==> config.mk <==
export PLATFORM = sky130hd
export DESIGN_NAME = rbs_boot_seq
export DESIGN_NICKNAME = d
export VERILOG_FILES = /design/src/core/rbs_pkg.sv /design/src/core/rbs_boot_copy.sv /design/src/core/rbs_boot_seq.sv /design/src/core/rbs_test_latch.sv
export SDC_FILE = /design/constraint.sdc
export NUM_CORES = 1
export LEC_CHECK = 0
export BUFFER_PORTS_ARGS = -buffer_cell sky130_fd_sc_hd__buf_2
export CAP_MARGIN = 20
export CORE_ASPECT_RATIO = 0.75
export CORE_MARGIN = 2
export CORE_UTILIZATION = 50
export CTS_BUF_LIST = sky130_fd_sc_hd__clkbuf_16
export DETAILED_ROUTE_END_ITERATION = 10
export PLACE_DENSITY = 0.87
export SLEW_MARGIN = 20
export SYNTH_ARGS = -nofsm -noshare
export SYNTH_HDL_FRONTEND = slang
export SYNTH_SLANG_ARGS = --single-unit
export TNS_END_PERCENT = 20
==> constraint.sdc <==
create_clock -name clk -period 3 [get_ports clk]
set_input_delay 0.15 -clock clk [delete_from_list [all_inputs] [get_ports clk]]
set_output_delay 0.15 -clock clk [all_outputs]
set_load 0.01 [all_outputs]
==> src/core/rbs_pkg.sv <==
// rbs_pkg: constants and carrier types of the reset and boot sequencer.
// assumes a single 10 MHz clock; all straps and pins are synchronous to it.
package rbs_pkg;

  // boot modes on the two strap pins; the fourth code falls back to no boot
  localparam logic [1:0] BOOT_NONE = 2'h0;
  localparam logic [1:0] BOOT_HOST = 2'h1;
  localparam logic [1:0] BOOT_EXTERNAL_MEMORY_PORT = 2'h2;

  // register map of the plain host-side register port (byte offsets)
  localparam int          REG_AW       = 4;
  localparam logic [3:0]  REG_HPC      = 4'h0;
  localparam logic [3:0]  REG_STATUS   = 4'h4;
  localparam logic [3:0]  REG_MEM_ADDR = 4'h8;
  localparam logic [3:0]  REG_MEM_DATA = 4'hC;

  // field positions
  localparam int HPC_IRQ_BIT    = 0;
  localparam int ST_MODE_LSB    = 0;
  localparam int ST_PCI_BIT     = 2;
  localparam int ST_STALL_BIT   = 3;
  localparam int ST_COPYDN_BIT  = 4;
  localparam int ST_EMULAT_BIT  = 5;
  localparam int ST_EMUMODE_LSB = 6;
  localparam int ST_ENDIAN_BIT  = 8;
  localparam int ST_RUN_BIT     = 9;

  // reset value, start and copy addresses, window address step
  localparam logic [31:0] MEM_ADDR_RST    = 32'h0000_0000;
  localparam logic [31:0] EXEC_START_ADDR = 32'h0000_0000;
  localparam logic [31:0] COPY_DEST_ADDR  = 32'h0000_0000;
  localparam logic [31:0] MEM_ADDR_STEP   = 32'h0000_0004;

  // boot image copied from the start of chip select space 1
  localparam int          IMAGE_BYTES = 1024;
  localparam int          IMAGE_AW    = 10;

  // default rom access timing
  localparam int          CLK_PERIOD_NS = 100;
  localparam int          ROM_ACCESS_NS = 250;
  localparam int          ROM_ACCESS_CYC =
    (ROM_ACCESS_NS + CLK_PERIOD_NS - 1) / CLK_PERIOD_NS;
  localparam logic [3:0]  ROM_WAIT_LAST = 4'(ROM_ACCESS_CYC - 1);

  typedef struct packed {
    logic [1:0] boot_mode;
    logic       host_on_pci;
    logic       big_endian;
  } rbs_straps_t;

  typedef struct packed {
    logic        en;
    logic [31:0] addr;
    logic [31:0] data;
  } rbs_mem_wr_t;

endpackage : rbs_pkg

==> src/core/rbs_boot_copy.sv <==
// rbs_boot_copy: copies the boot image byte by byte from the rom and
// writes packed 32-bit words from address zero.
// assumes rom_rdata is valid ROM_ACCESS_CYC cycles after the read strobe.
module rbs_boot_copy
  import rbs_pkg::*;
(
  input  wire logic                clk,
  input  wire logic                rst_n,
  input  wire logic                go,
  input  wire logic                big_endian,
  output logic                     rom_rd,
  output logic [IMAGE_AW-1:0]      rom_addr,
  input  wire logic [7:0]          rom_rdata,
  output rbs_mem_wr_t              mem_wr,
  output logic                     busy,
  output logic                     done
);

  typedef enum logic [2:0] {CP_IDLE, CP_READ, CP_WAIT, CP_DONE} rbs_cp_st_t;

  rbs_cp_st_t          st_q, st_d;
  logic [IMAGE_AW-1:0] idx_q, idx_d;
  logic [3:0]          wait_q, wait_d;
  logic [31:0]         word_q, word_d;
  logic                rd_q, rd_d;
  rbs_mem_wr_t         wr_q, wr_d;

  // byte lane of a given byte within its word, per endianness
  function automatic logic [31:0] rbs_place(input logic [31:0] w,
      input logic [7:0] b, input logic [1:0] k, input logic be);
    logic [1:0] lane;
    logic [31:0] r;
    lane = be ? 2'(2'h3 - k) : k;
    r = w;
    r[{lane, 3'h0} +: 8] = b;
    return r;
  endfunction

  always_comb begin
    st_d   = st_q;
    idx_d  = idx_q;
    wait_d = wait_q;
    word_d = word_q;
    rd_d   = 1'b0;
    wr_d   = '0;
    case (st_q)
      CP_IDLE: begin
        if (go) begin
          st_d  = CP_READ;
          idx_d = '0;
        end
      end
      CP_READ: begin
        rd_d   = 1'b1;
        wait_d = '0;
        st_d   = CP_WAIT;
      end
      CP_WAIT: begin
        if (wait_q == ROM_WAIT_LAST) begin
          word_d = rbs_place(word_q, rom_rdata, idx_q[1:0], big_endian);
          if (idx_q[1:0] == 2'h3) begin
            wr_d.en   = 1'b1;
            wr_d.addr = COPY_DEST_ADDR + {22'h0, idx_q[9:2], 2'h0};
            wr_d.data = word_d;
          end
          if (idx_q == IMAGE_AW'(IMAGE_BYTES - 1)) begin
            st_d = CP_DONE;
          end else begin
            idx_d = idx_q + 1'b1;
            st_d  = CP_READ;
          end
        end else begin
          wait_d = wait_q + 1'b1;
        end
      end
      CP_DONE: st_d = CP_DONE;
      default: st_d = CP_IDLE;
    endcase
  end

  always_ff @(posedge clk) begin
    if (!rst_n) begin
      st_q   <= CP_IDLE;
      idx_q  <= '0;
      wait_q <= '0;
      word_q <= '0;
      rd_q   <= 1'b0;
      wr_q   <= '0;
    end else begin
      st_q   <= st_d;
      idx_q  <= idx_d;
      wait_q <= wait_d;
      word_q <= word_d;
      rd_q   <= rd_d;
      wr_q   <= wr_d;
    end
  end

  assign rom_rd   = rd_q;
  assign rom_addr = idx_q;
  assign mem_wr   = wr_q;
  assign busy     = (st_q == CP_READ) || (st_q == CP_WAIT) || wr_q.en;
  assign done     = (st_q == CP_DONE) && !wr_q.en;

endmodule // rbs_boot_copy

==> src/core/rbs_boot_seq.sv <==
// rbs_boot_seq: reset and boot sequencer top, with the host-side register
// port, the boot copy engine and the test reset logic.
// assumes straps are steady around reset release and a combinational
// memory read (mem_rdata follows mem_addr in the same cycle).
module rbs_boot_seq
  import rbs_pkg::*;
(
  input  wire logic                clk,
  input  wire logic                rst_n,

  input  wire logic [1:0]          boot_mode_pin,
  input  wire logic                pci_sel_pin,
  input  wire logic                pci_present,
  input  wire logic                big_endian_pin,

  input  wire logic [REG_AW-1:0]   reg_addr,
  input  wire logic [31:0]         reg_wdata,
  input  wire logic                reg_wr,
  input  wire logic                reg_rd,
  output logic [31:0]              reg_rdata,

  input  wire logic                cpu_irq_clr,
  output logic                     cpu_stall,
  output logic                     cpu_start,
  output logic [31:0]              cpu_start_addr,
  output logic                     cpu_irq,
  output logic                     periph_rst_n,
  output logic                     host_on_pci,

  output logic                     rom_rd,
  output logic [IMAGE_AW-1:0]      rom_addr,
  input  wire logic [7:0]          rom_rdata,

  output logic                     mem_wr,
  output logic [31:0]              mem_addr,
  output logic [31:0]              mem_wdata,
  input  wire logic [31:0]         mem_rdata,

  input  wire logic                trst_in,
  input  wire logic                trst_driven,
  input  wire logic                emulation_cfg_pin_hi,
  input  wire logic                emulation_cfg_pin_lo,

  output logic                     test_rst_n,
  output logic                     idcode_variant_ok,
  output logic [1:0]               emu_mode,
  output logic                     emu_latched
);

  typedef enum logic [2:0] {
    ST_CAPTURE,
    ST_HOST_STALL,
    ST_COPY,
    ST_RUN
  } rbs_state_t;

  rbs_state_t    state_q, state_d;
  rbs_straps_t   straps_q, straps_d;

  logic          irq_q, irq_d;
  logic          start_q, start_d;
  logic          copy_go_q, copy_go_d;

  logic [31:0]   haddr_q, haddr_d;
  rbs_mem_wr_t   mem_q, mem_d;
  logic [31:0]   rdata_q, rdata_d;

  logic          copy_busy;
  logic          copy_done;
  rbs_mem_wr_t   copy_wr;
  logic [31:0]   status_w;
  logic          irq_set;

  // one register offset hit
  function automatic logic rbs_hit(input logic [REG_AW-1:0] a,
      input logic [REG_AW-1:0] r);
    return a == r;
  endfunction

  // read mux: unmapped offsets read zero rather than a stale word
  function automatic logic [31:0] rbs_read_mux(
      input logic [REG_AW-1:0] a,
      input logic              flag,
      input logic [31:0]       status,
      input logic [31:0]       waddr,
      input logic [31:0]       mdata);
    logic [31:0] r;
    r = '0;
    case (a)
      REG_HPC:      r[HPC_IRQ_BIT] = flag;
      REG_STATUS:   r = status;
      REG_MEM_ADDR: r = waddr;
      REG_MEM_DATA: r = mdata;
      default:      r = '0;
    endcase
    return r;
  endfunction

  rbs_boot_copy u_copy (
    .clk        (clk),
    .rst_n      (rst_n),
    .go         (copy_go_q),
    .big_endian (straps_q.big_endian),
    .rom_rd     (rom_rd),
    .rom_addr   (rom_addr),
    .rom_rdata  (rom_rdata),
    .mem_wr     (copy_wr),
    .busy       (copy_busy),
    .done       (copy_done)
  );

  rbs_test_latch u_test (
    .clk                  (clk),
    .rst_n                (rst_n),
    .trst_in              (trst_in),
    .trst_driven          (trst_driven),
    .emulation_cfg_pin_hi (emulation_cfg_pin_hi),
    .emulation_cfg_pin_lo (emulation_cfg_pin_lo),
    .test_rst_n           (test_rst_n),
    .idcode_variant_ok    (idcode_variant_ok),
    .emu_mode             (emu_mode),
    .emu_latched          (emu_latched)
  );

  // host writes a one to the flag bit; writing zero does nothing
  assign irq_set = reg_wr && rbs_hit(reg_addr, REG_HPC)
                   && reg_wdata[HPC_IRQ_BIT];

  // status word; unused bits read as zero
  always_comb begin
    status_w = '0;
    status_w[ST_MODE_LSB +: 2]    = straps_q.boot_mode;
    status_w[ST_PCI_BIT]          = straps_q.host_on_pci;
    status_w[ST_STALL_BIT]        = (state_q != ST_RUN);
    status_w[ST_COPYDN_BIT]       = copy_done;
    status_w[ST_EMULAT_BIT]       = emu_latched;
    status_w[ST_EMUMODE_LSB +: 2] = emu_mode;
    status_w[ST_ENDIAN_BIT]       = straps_q.big_endian;
    status_w[ST_RUN_BIT]          = (state_q == ST_RUN);
  end

  // straps are caught once, in the capture cycle, and held until reset
  always_comb begin
    straps_d = straps_q;
    if (state_q == ST_CAPTURE) begin
      straps_d.boot_mode   = boot_mode_pin;
      straps_d.host_on_pci = pci_present & pci_sel_pin;
      straps_d.big_endian  = big_endian_pin;
    end
  end

  // boot sequence; the capture state lasts one cycle and branches on boot_mode_pin
  // directly, in the same cycle that the straps are caught
  always_comb begin
    state_d   = state_q;
    start_d   = 1'b0;
    copy_go_d = 1'b0;
    case (state_q)
      ST_CAPTURE: begin
        case (boot_mode_pin)
          BOOT_HOST: state_d = ST_HOST_STALL;
          BOOT_EXTERNAL_MEMORY_PORT: begin
            state_d   = ST_COPY;
            copy_go_d = 1'b1;
          end
          default: begin
            state_d = ST_RUN;
            start_d = 1'b1;
          end
        endcase
      end
      ST_HOST_STALL: begin
        if (irq_q) begin
          state_d = ST_RUN;
          start_d = 1'b1;
        end
      end
      ST_COPY: begin
        if (copy_done) begin
          state_d = ST_RUN;
          start_d = 1'b1;
        end
      end
      ST_RUN: state_d = ST_RUN;
      default: state_d = ST_CAPTURE;
    endcase
  end

  // host interrupt flag: a set in the clearing cycle wins
  always_comb begin
    irq_d = irq_q;
    if (cpu_irq_clr) begin
      irq_d = 1'b0;
    end
    if (irq_set) begin
      irq_d = 1'b1;
    end
  end

  // memory window for the host; the copy engine owns the port while busy
  always_comb begin
    haddr_d = haddr_q;
    mem_d   = '0;
    rdata_d = '0;
    if (copy_busy) begin
      mem_d = copy_wr;
    end else if (reg_wr && rbs_hit(reg_addr, REG_MEM_DATA)) begin
      mem_d.en   = 1'b1;
      mem_d.addr = haddr_q;
      mem_d.data = reg_wdata;
      haddr_d    = haddr_q + MEM_ADDR_STEP;
    end
    if (reg_wr && rbs_hit(reg_addr, REG_MEM_ADDR)) begin
      haddr_d = reg_wdata;
    end
    // an idle port points at the window address, so a data read sees the
    // word there one cycle later without an extra fetch cycle
    if (!mem_d.en) begin
      mem_d.addr = haddr_d;
    end
    if (reg_rd) begin
      rdata_d = rbs_read_mux(reg_addr, irq_q, status_w, haddr_q, mem_rdata);
    end
  end

  // boot state
  always_ff @(posedge clk) begin
    if (!rst_n) begin
      state_q   <= ST_CAPTURE;
      start_q   <= 1'b0;
      copy_go_q <= 1'b0;
    end else begin
      state_q   <= state_d;
      start_q   <= start_d;
      copy_go_q <= copy_go_d;
    end
  end

  // captured straps
  always_ff @(posedge clk) begin
    if (!rst_n) begin
      straps_q <= '0;
    end else begin
      straps_q <= straps_d;
    end
  end

  // host interrupt flag
  always_ff @(posedge clk) begin
    if (!rst_n) begin
      irq_q <= 1'b0;
    end else begin
      irq_q <= irq_d;
    end
  end

  // host memory window and read data
  always_ff @(posedge clk) begin
    if (!rst_n) begin
      haddr_q <= MEM_ADDR_RST;
      mem_q   <= '0;
      rdata_q <= '0;
    end else begin
      haddr_q <= haddr_d;
      mem_q   <= mem_d;
      rdata_q <= rdata_d;
    end
  end

  // stall covers reset too, so the cpu never sees a half-captured mode
  assign cpu_stall      = (state_q != ST_RUN);
  assign cpu_start      = start_q;
  assign cpu_start_addr = EXEC_START_ADDR;
  assign cpu_irq        = irq_q;
  assign periph_rst_n   = rst_n;
  assign host_on_pci    = straps_q.host_on_pci;
  assign mem_wr         = mem_q.en;
  assign mem_addr       = mem_q.addr;
  assign mem_wdata      = mem_q.data;
  assign reg_rdata      = rdata_q;

endmodule // rbs_boot_seq

==> src/core/rbs_test_latch.sv <==
// rbs_test_latch: test reset with internal pull-down, and latching of the
// emulation configuration pins on every test reset rise after boot.
// assumes trst and emulation pins are synchronous to clk.
module rbs_test_latch
  import rbs_pkg::*;
(
  input  wire logic       clk,
  input  wire logic       rst_n,
  input  wire logic       trst_in,
  input  wire logic       trst_driven,
  input  wire logic       emulation_cfg_pin_hi,
  input  wire logic       emulation_cfg_pin_lo,
  output logic            test_rst_n,
  output logic            idcode_variant_ok,
  output logic [1:0]      emu_mode,
  output logic            emu_latched
);

  logic       trst_eff;
  logic       trst_prev_q, trst_prev_d;
  logic [1:0] mode_q, mode_d;
  logic       lat_q, lat_d;

  // an undriven pin reads low, so test logic stays in reset
  assign trst_eff = trst_driven & trst_in;

  always_comb begin
    trst_prev_d = trst_eff;
    mode_d      = mode_q;
    lat_d       = lat_q;
    if (trst_eff && !trst_prev_q) begin
      mode_d = {emulation_cfg_pin_hi, emulation_cfg_pin_lo};
      lat_d  = 1'b1;
    end
  end

  // device reset clears the latched mode; a fresh rise is needed afterwards
  always_ff @(posedge clk) begin
    if (!rst_n) begin
      trst_prev_q <= 1'b1;
      mode_q      <= 2'h0;
      lat_q       <= 1'b0;
    end else begin
      trst_prev_q <= trst_prev_d;
      mode_q      <= mode_d;
      lat_q       <= lat_d;
    end
  end

  assign test_rst_n        = trst_eff;
  assign idcode_variant_ok = rst_n;
  assign emu_mode          = mode_q;
  assign emu_latched       = lat_q;

endmodule // rbs_test_latch

== After elaboration in Yosys (flattened, before gate mapping) ==
Index checks and enable logic that the tools add are counted.

* Add/subtract/negate cells: 5
* Multiply operators: 0
* Divide/modulo/power cells: 0
* Order comparisons: 0
* Equal/unequal tests: 21
* Shift operators: 2
* Mux-type cells: 33
* Bitwise operators: 2
* Reduce and logical (&&, ||, !) cells: 26

{| class="wikitable"
|+ Operator list
! kind !! number
|-
| 65-bit two-way mux || 3
|-
| 32-bit two-way mux || 4
|-
| 31-bit one-hot mux with 3 select lines || 1
|-
| 32-bit by 3-bit adder with 32-bit output (second input constant) || 1
|-
| 32-bit bitwise mux || 1
|-
| 8-bit by 7-bit variable shift with 32-bit output (first input constant) || 1
|-
| 8-bit by 7-bit indexed part select with 32-bit output || 1
|-
| 10-bit two-way mux || 3
|-
| 3-bit one-hot mux with 4 select lines || 2
|-
| 10-bit one-hot mux with 2 select lines || 1
|-
| 3-bit by 2-bit == test with 1-bit output (second input constant) || 4
|-
| 3-bit two-way mux || 4
|-
| 2-bit AND reduction || 6
|-
| 10-bit by 1-bit adder with 10-bit output (second input constant) || 1
|-
| 10-bit == test (second input constant) || 1
|-
| 2-bit inequality test (second input constant) || 5
|-
| 4-bit == test (second input constant) || 2
|-
| 4-bit one-hot mux with 2 select lines || 1
|-
| 4-bit AND reduction || 2
|-
| 1-bit two-way mux || 7
|-
| 5-bit negation with 7-bit output || 1
|-
| 3-bit by 1-bit == test with 1-bit output (second input constant) || 2
|-
| 1-bit logical AND || 6
|-
| 3-bit zero test || 2
|-
| other kinds (20) || 27
|}

* Flip-flop bits (word level): 258
* Bits in latches: 0
* Memory bits (writable): 0
* Bits in read-only memories: 0
* Input bits: 90
* Word-level logic and storage cells: 113
* Memories kept: 0

== Logic depth before layout (Yosys ltp) ==
* Depth after elaboration: 6
* Depth in mapped cells: 9
* Mapped depth without buffers: 7

== By module ==
From an unflattened synthesis, not the netlist that was laid out.

* Cell total of the unflattened synthesis: 1168
* Area, all modules: 10321.1 um2

{| class="wikitable"
|+ Modules (own cells, without submodules)
! module !! instances !! cells each !! area each (um2) !! sequential area each (um2)
|-
| rbs_boot_seq || 1 || 749 || 6334.8 || 2762.6
|-
| rbs_boot_copy || 1 || 404 || 3832.4 || 1801.7
|-
| rbs_test_latch || 1 || 15 || 153.9 || 80.1
|}

== Worst setup path after synthesis ==
No wires, ideal clock.

* Path kind: reg2reg
* Start: register u_copy.st_q[0]
* End: register haddr_q[25]
* Library setup time: 0.074 ns
* Arrival: 2.446 ns
* Slack: 0.480 ns
* Stages on the path, launching flop included: 9
* Period minus slack after synthesis: 2.520 ns
* Path through: dfxtp_1 inv_1 ha_1 and4bb_4 nand4_4 or4_4 buf_6 or4_1 a31oi_1

* Longest elaborated chain between the ends: 5
* Elaborated cells between the ends (all ways): 6

{| class="wikitable"
|+ RTL lines
! what !! line !! text
|-
| from (decl) || rbs_boot_copy.sv:21 || <nowiki>rbs_cp_st_t st_q, st_d;</nowiki>
|-
| from (signal assigned) || rbs_boot_copy.sv:90 || <nowiki>st_q <= st_d;</nowiki>
|-
| 3-bit by 1-bit == test with 1-bit output or 3-bit by 2-bit == test with 1-bit output (tied branches) || rbs_boot_copy.sv:102 || <nowiki>assign busy = (st_q == CP_READ) || (st_q == CP_WAIT) || wr_q.en;</nowiki>
|-
| 1-bit logical OR (*) (2 in a row) || rbs_boot_copy.sv:102 ||
|-
| 32-bit two-way mux (*) || rbs_boot_seq.sv:205 || <nowiki>if (copy_busy) begin</nowiki>
|-
| 32-bit two-way mux (*) || rbs_boot_seq.sv:213 || <nowiki>if (reg_wr && rbs_hit(reg_addr, REG_MEM_ADDR)) begin</nowiki>
|-
| to (signal assigned) || rbs_boot_seq.sv:264 || <nowiki>haddr_q <= haddr_d;</nowiki>
|-
| to (decl) || rbs_boot_seq.sv:64 || <nowiki>logic [31:0] haddr_q, haddr_d;</nowiki>
|}

Every way passes the cells marked *; elsewhere a longest branch is shown, timed or not.
A chain may end at the register's enable or synchronous reset.

== Worst setup path in the final report ==
* Start: register u_copy.st_q[0]
* End: register haddr_q[31]

Same word-level chain as after synthesis.

==> reports/qor.csv <==
metric,value,unit
place_congestion,0.910,
max_slew_margin,55.2,%
post-place-ws,0.354,ns
fp.dieW,163,µm
io_pins,240,
area_growth,28.6,%
setup-tns-final,0,ns
fill_cells,1440,
drive_gt1_share,22.8,%
finalWorstSetupSlack,0.303,ns
drt_iter0_drc,760,
path_buf_inv,1,
overflow,0,
p_sw_share,25.7,%
fin_crit,2.70,ns
status,finished clean,
internal_power,5.31,mW
crit_path_start,u_copy.st_q[0]$_SDFFE_PN0P_,
insertion_delay,0.51,ns
cpPeakStageDelay,0.62,ns
reg2reg_to,haddr_q[31]$_SDFF_PN0_,
ys_seq_elements,232,
post_cts_buffers,0,
slowest_stage,or4_4,
io_buffers,207,
fmax,0.371,GHz
routed_wirelength,28800,µm
antenna_left,0,
wire_per_inst,18.7,µm
syn_inst,1010,
drc,0,
seqPwrFrac,44.8,%
vias,8678,
cts_inserted_buffers,23,
synth_ff_type,dfxtp_1,
criticalPathCategory,reg -> reg,
rows,43,
rr_worst_depth,7,
multi_input_area,4370,µm²
reg2reg_slack,0.30,ns
root_buffer,clkbuf_16,
endpoint,haddr_q[31]$_SDFF_PN0_,
clockBufferDepth,3,
start_util,51.1,%
core,18500,µm²
crit_required,3.44,ns
p_sw,1.83,mW
netlist.top_cell.by_area,dfxtp_1,
hpwl,20000,µm
synth-edff-count,0,
avgSynthCellArea,9.36,µm²
first_pass_iters,5,
timing_hold_violations_final,0,
crit_family,simple AND/OR/NAND/NOR gates,
vdd_drop_max,0.000457,V
reg2reg_from,u_copy.st_q[0]$_SDFFE_PN0P_,
die_y,123,µm
synth.area.top_cells,"dfxtp_1 49%, a22o_1 4.8%, nor2_1 4.4%",
die-area,20000,µm²
cts_sinks,232,
end_kind,flop,
p_leak,5.36,nW
synth.distinct_cells,63,
finalCritPeriodShare,89.9,%
layout_commonest_cell,dfxtp_1,
htreeDepth,1,
rsz0062_at_grt,no,
path_max_fanout,12,
async_flop_share,0,%
total_power,7.14,mW
grt_first_pass_wirelength,43500,µm
yosysSeqAreaShare,49.1,%
hold_class,in -> reg,
grt_max_degree,36,
via_per_inst,5.65,
combPwrFrac,12.8,%
grtUsageTotal,27.3,%
pwr-share-clk,42.4,%
cp_data_arrival_time,3.14,ns
synth_area,9460,µm²
powerDensity,587,nW/µm²
worstPathCellList,inv_1 > ha_1 > and4bb_4 > nand4_4 > or4_4 > or4_1 > a31oi_1,
final_cell_mix,"232 x dfxtp_1, 207 x buf_2, 109 x nor2_1",
antenna_found_initial,1,
final_nets,1374,
start_kind,flop,
maxCapViolations,0,
ys_warn_count,0,
finalSetupViolCount,0,
max_slew.worst_pin.slew,0.672,ns
path_clk_slew,0.06,ns
cts_tree,built,
seqCellArea,4640,µm²
grt_pass1_vias,8152,
hold_slack,0.0273,ns
clock_skew,0.0144,ns
synth_top_area_share,49.1,%
report.final.slew_viol_count,0,
worst-path-stages,7,
[layer usage]
metal / routed length, µm / track usage [%] / vias to the layer above / part of all wire, %
met5: 0 / 0 / - / 0
met4: 752 / 8.13 / 0 / 2.6
met3: 2480 / 4.33 / 55 / 8.6
met2: 13300 / 45.3 / 442 / 46
met1: 12200 / 37.2 / 4108 / 43
li1: - / - / 4073 / -
[tightest hold or removal path, delay by kind of cell]
| kind | cells | cell delay (ns) |
|---|---|---|
| buffers and inverters | 1 | 0.08 |
| muxes | 1 | 0.13 |
| and+or+nand+nor | 1 | 0.08 |
| AOI/OAI and AO/OA | 1 | 0.05 |
[through the flow]
step | std cells | utilization (%) | instance area (µm²)
floorplan | 1041 | - | 9570
finish | 1536 | 65.7 | 12200
detailed placement | 1418 | 57.3 | 10600
global route | 1535 | 65.7 | 12200
CTS | 1535 | 65.7 | 12200
global placement | 1418 | 57.3 | 10600
[sequential cells by signal, indices dropped and copies added (netlist names)]
register            cells
u_copy.st_q             2
u_copy.rom_addr        10
u_copy.mem_wr          41
cpu_irq                 1
haddr_q                32
reg_rdata              32
u_copy.rom_rd           1
state_q                 2
host_on_pci             1
u_test.emu_mode         2
u_copy.word_q          32
u_copy.wait_q           4
cpu_start               1
status_w                3
u_test.emu_latched      1
mem_wdata              32
mem_addr               32
mem_wr                  1
copy_go_q               1
u_test.trst_prev_q      1
[power by group through the flow]
stage	clock network (mW)	registers, mW	logic [mW]
floorplan	0	3.26	0.522
global placement	0	3.26	0.787
detailed placement	0	3.26	0.803
CTS	3.06	3.20	0.888
global route	3.17	3.20	0.986
finish	3.03	3.20	0.914
[cell type report]
type,instances,share of cell area (%)
sequential,232,38.2
timing repair buffer,309,16.4
antenna,1,0.0206
clock buffer,23,4.73
inverter,14,0.432
tap,247,2.54
clock inverter,18,1.77
multi-input combinational,692,35.9
[synthesized netlist by cell type, drive strengths merged, types with 5 or more instances]
| cell | count |
|---|---|
| a211oi | 6 |
| a21oi | 57 |
| a22o | 52 |
| a22oi | 33 |
| a31oi | 11 |
| and2 | 12 |
| and3 | 26 |
| and4 | 25 |
| buf | 43 |
| clkbuf | 60 |
| dfxtp | 232 |
| ha | 12 |
| inv | 14 |
| mux2 | 8 |
| mux2i | 39 |
| nand2 | 67 |
| nand2b | 5 |
| nand3 | 36 |
| nand4 | 17 |
| nor2 | 110 |
| nor2b | 12 |
| nor3 | 10 |
| o21ai | 42 |
| or3 | 6 |
| or4 | 5 |
| xnor2 | 8 |
| xor2 | 17 |
[repair_timing]
action	CTS	global route
hold buffers	76	0
endpoints found under the hold margin	110	0
resized for setup	0	0
[worst min-delay path by stage]
stage	slack, ns	depth (start not counted)	start	to
2_1_floorplan	0.28	1	reg_wdata[0]	mem_wdata[0]$_SDFF_PN0_
3_3_place_gp	0.40	3	mem_rdata[4]	reg_rdata[4]$_SDFF_PN0_
3_5_place_dp	0.40	3	big_endian_pin	status_w[8]$_SDFFE_PN0P_
4_1_cts	0.01	4	mem_rdata[1]	reg_rdata[1]$_SDFF_PN0_
5_1_grt	0.02	4	mem_rdata[6]	reg_rdata[6]$_SDFF_PN0_
6_report	0.03	4	mem_rdata[1]	reg_rdata[1]$_SDFF_PN0_
[kinds of logic after synthesis]
family / count (synthesis) / synth area share, %
simple gates: 350 / 19.5
flops: 232 / 49.1
compound gates: 226 / 16.1
buf+inv: 117 / 6.21
mux: 47 / 5.08
xor+xnor: 25 / 2.32
fa+ha+maj: 12 / 1.59
other cells: 1 / 0.0397
Power figures use the tool's default switching activity.
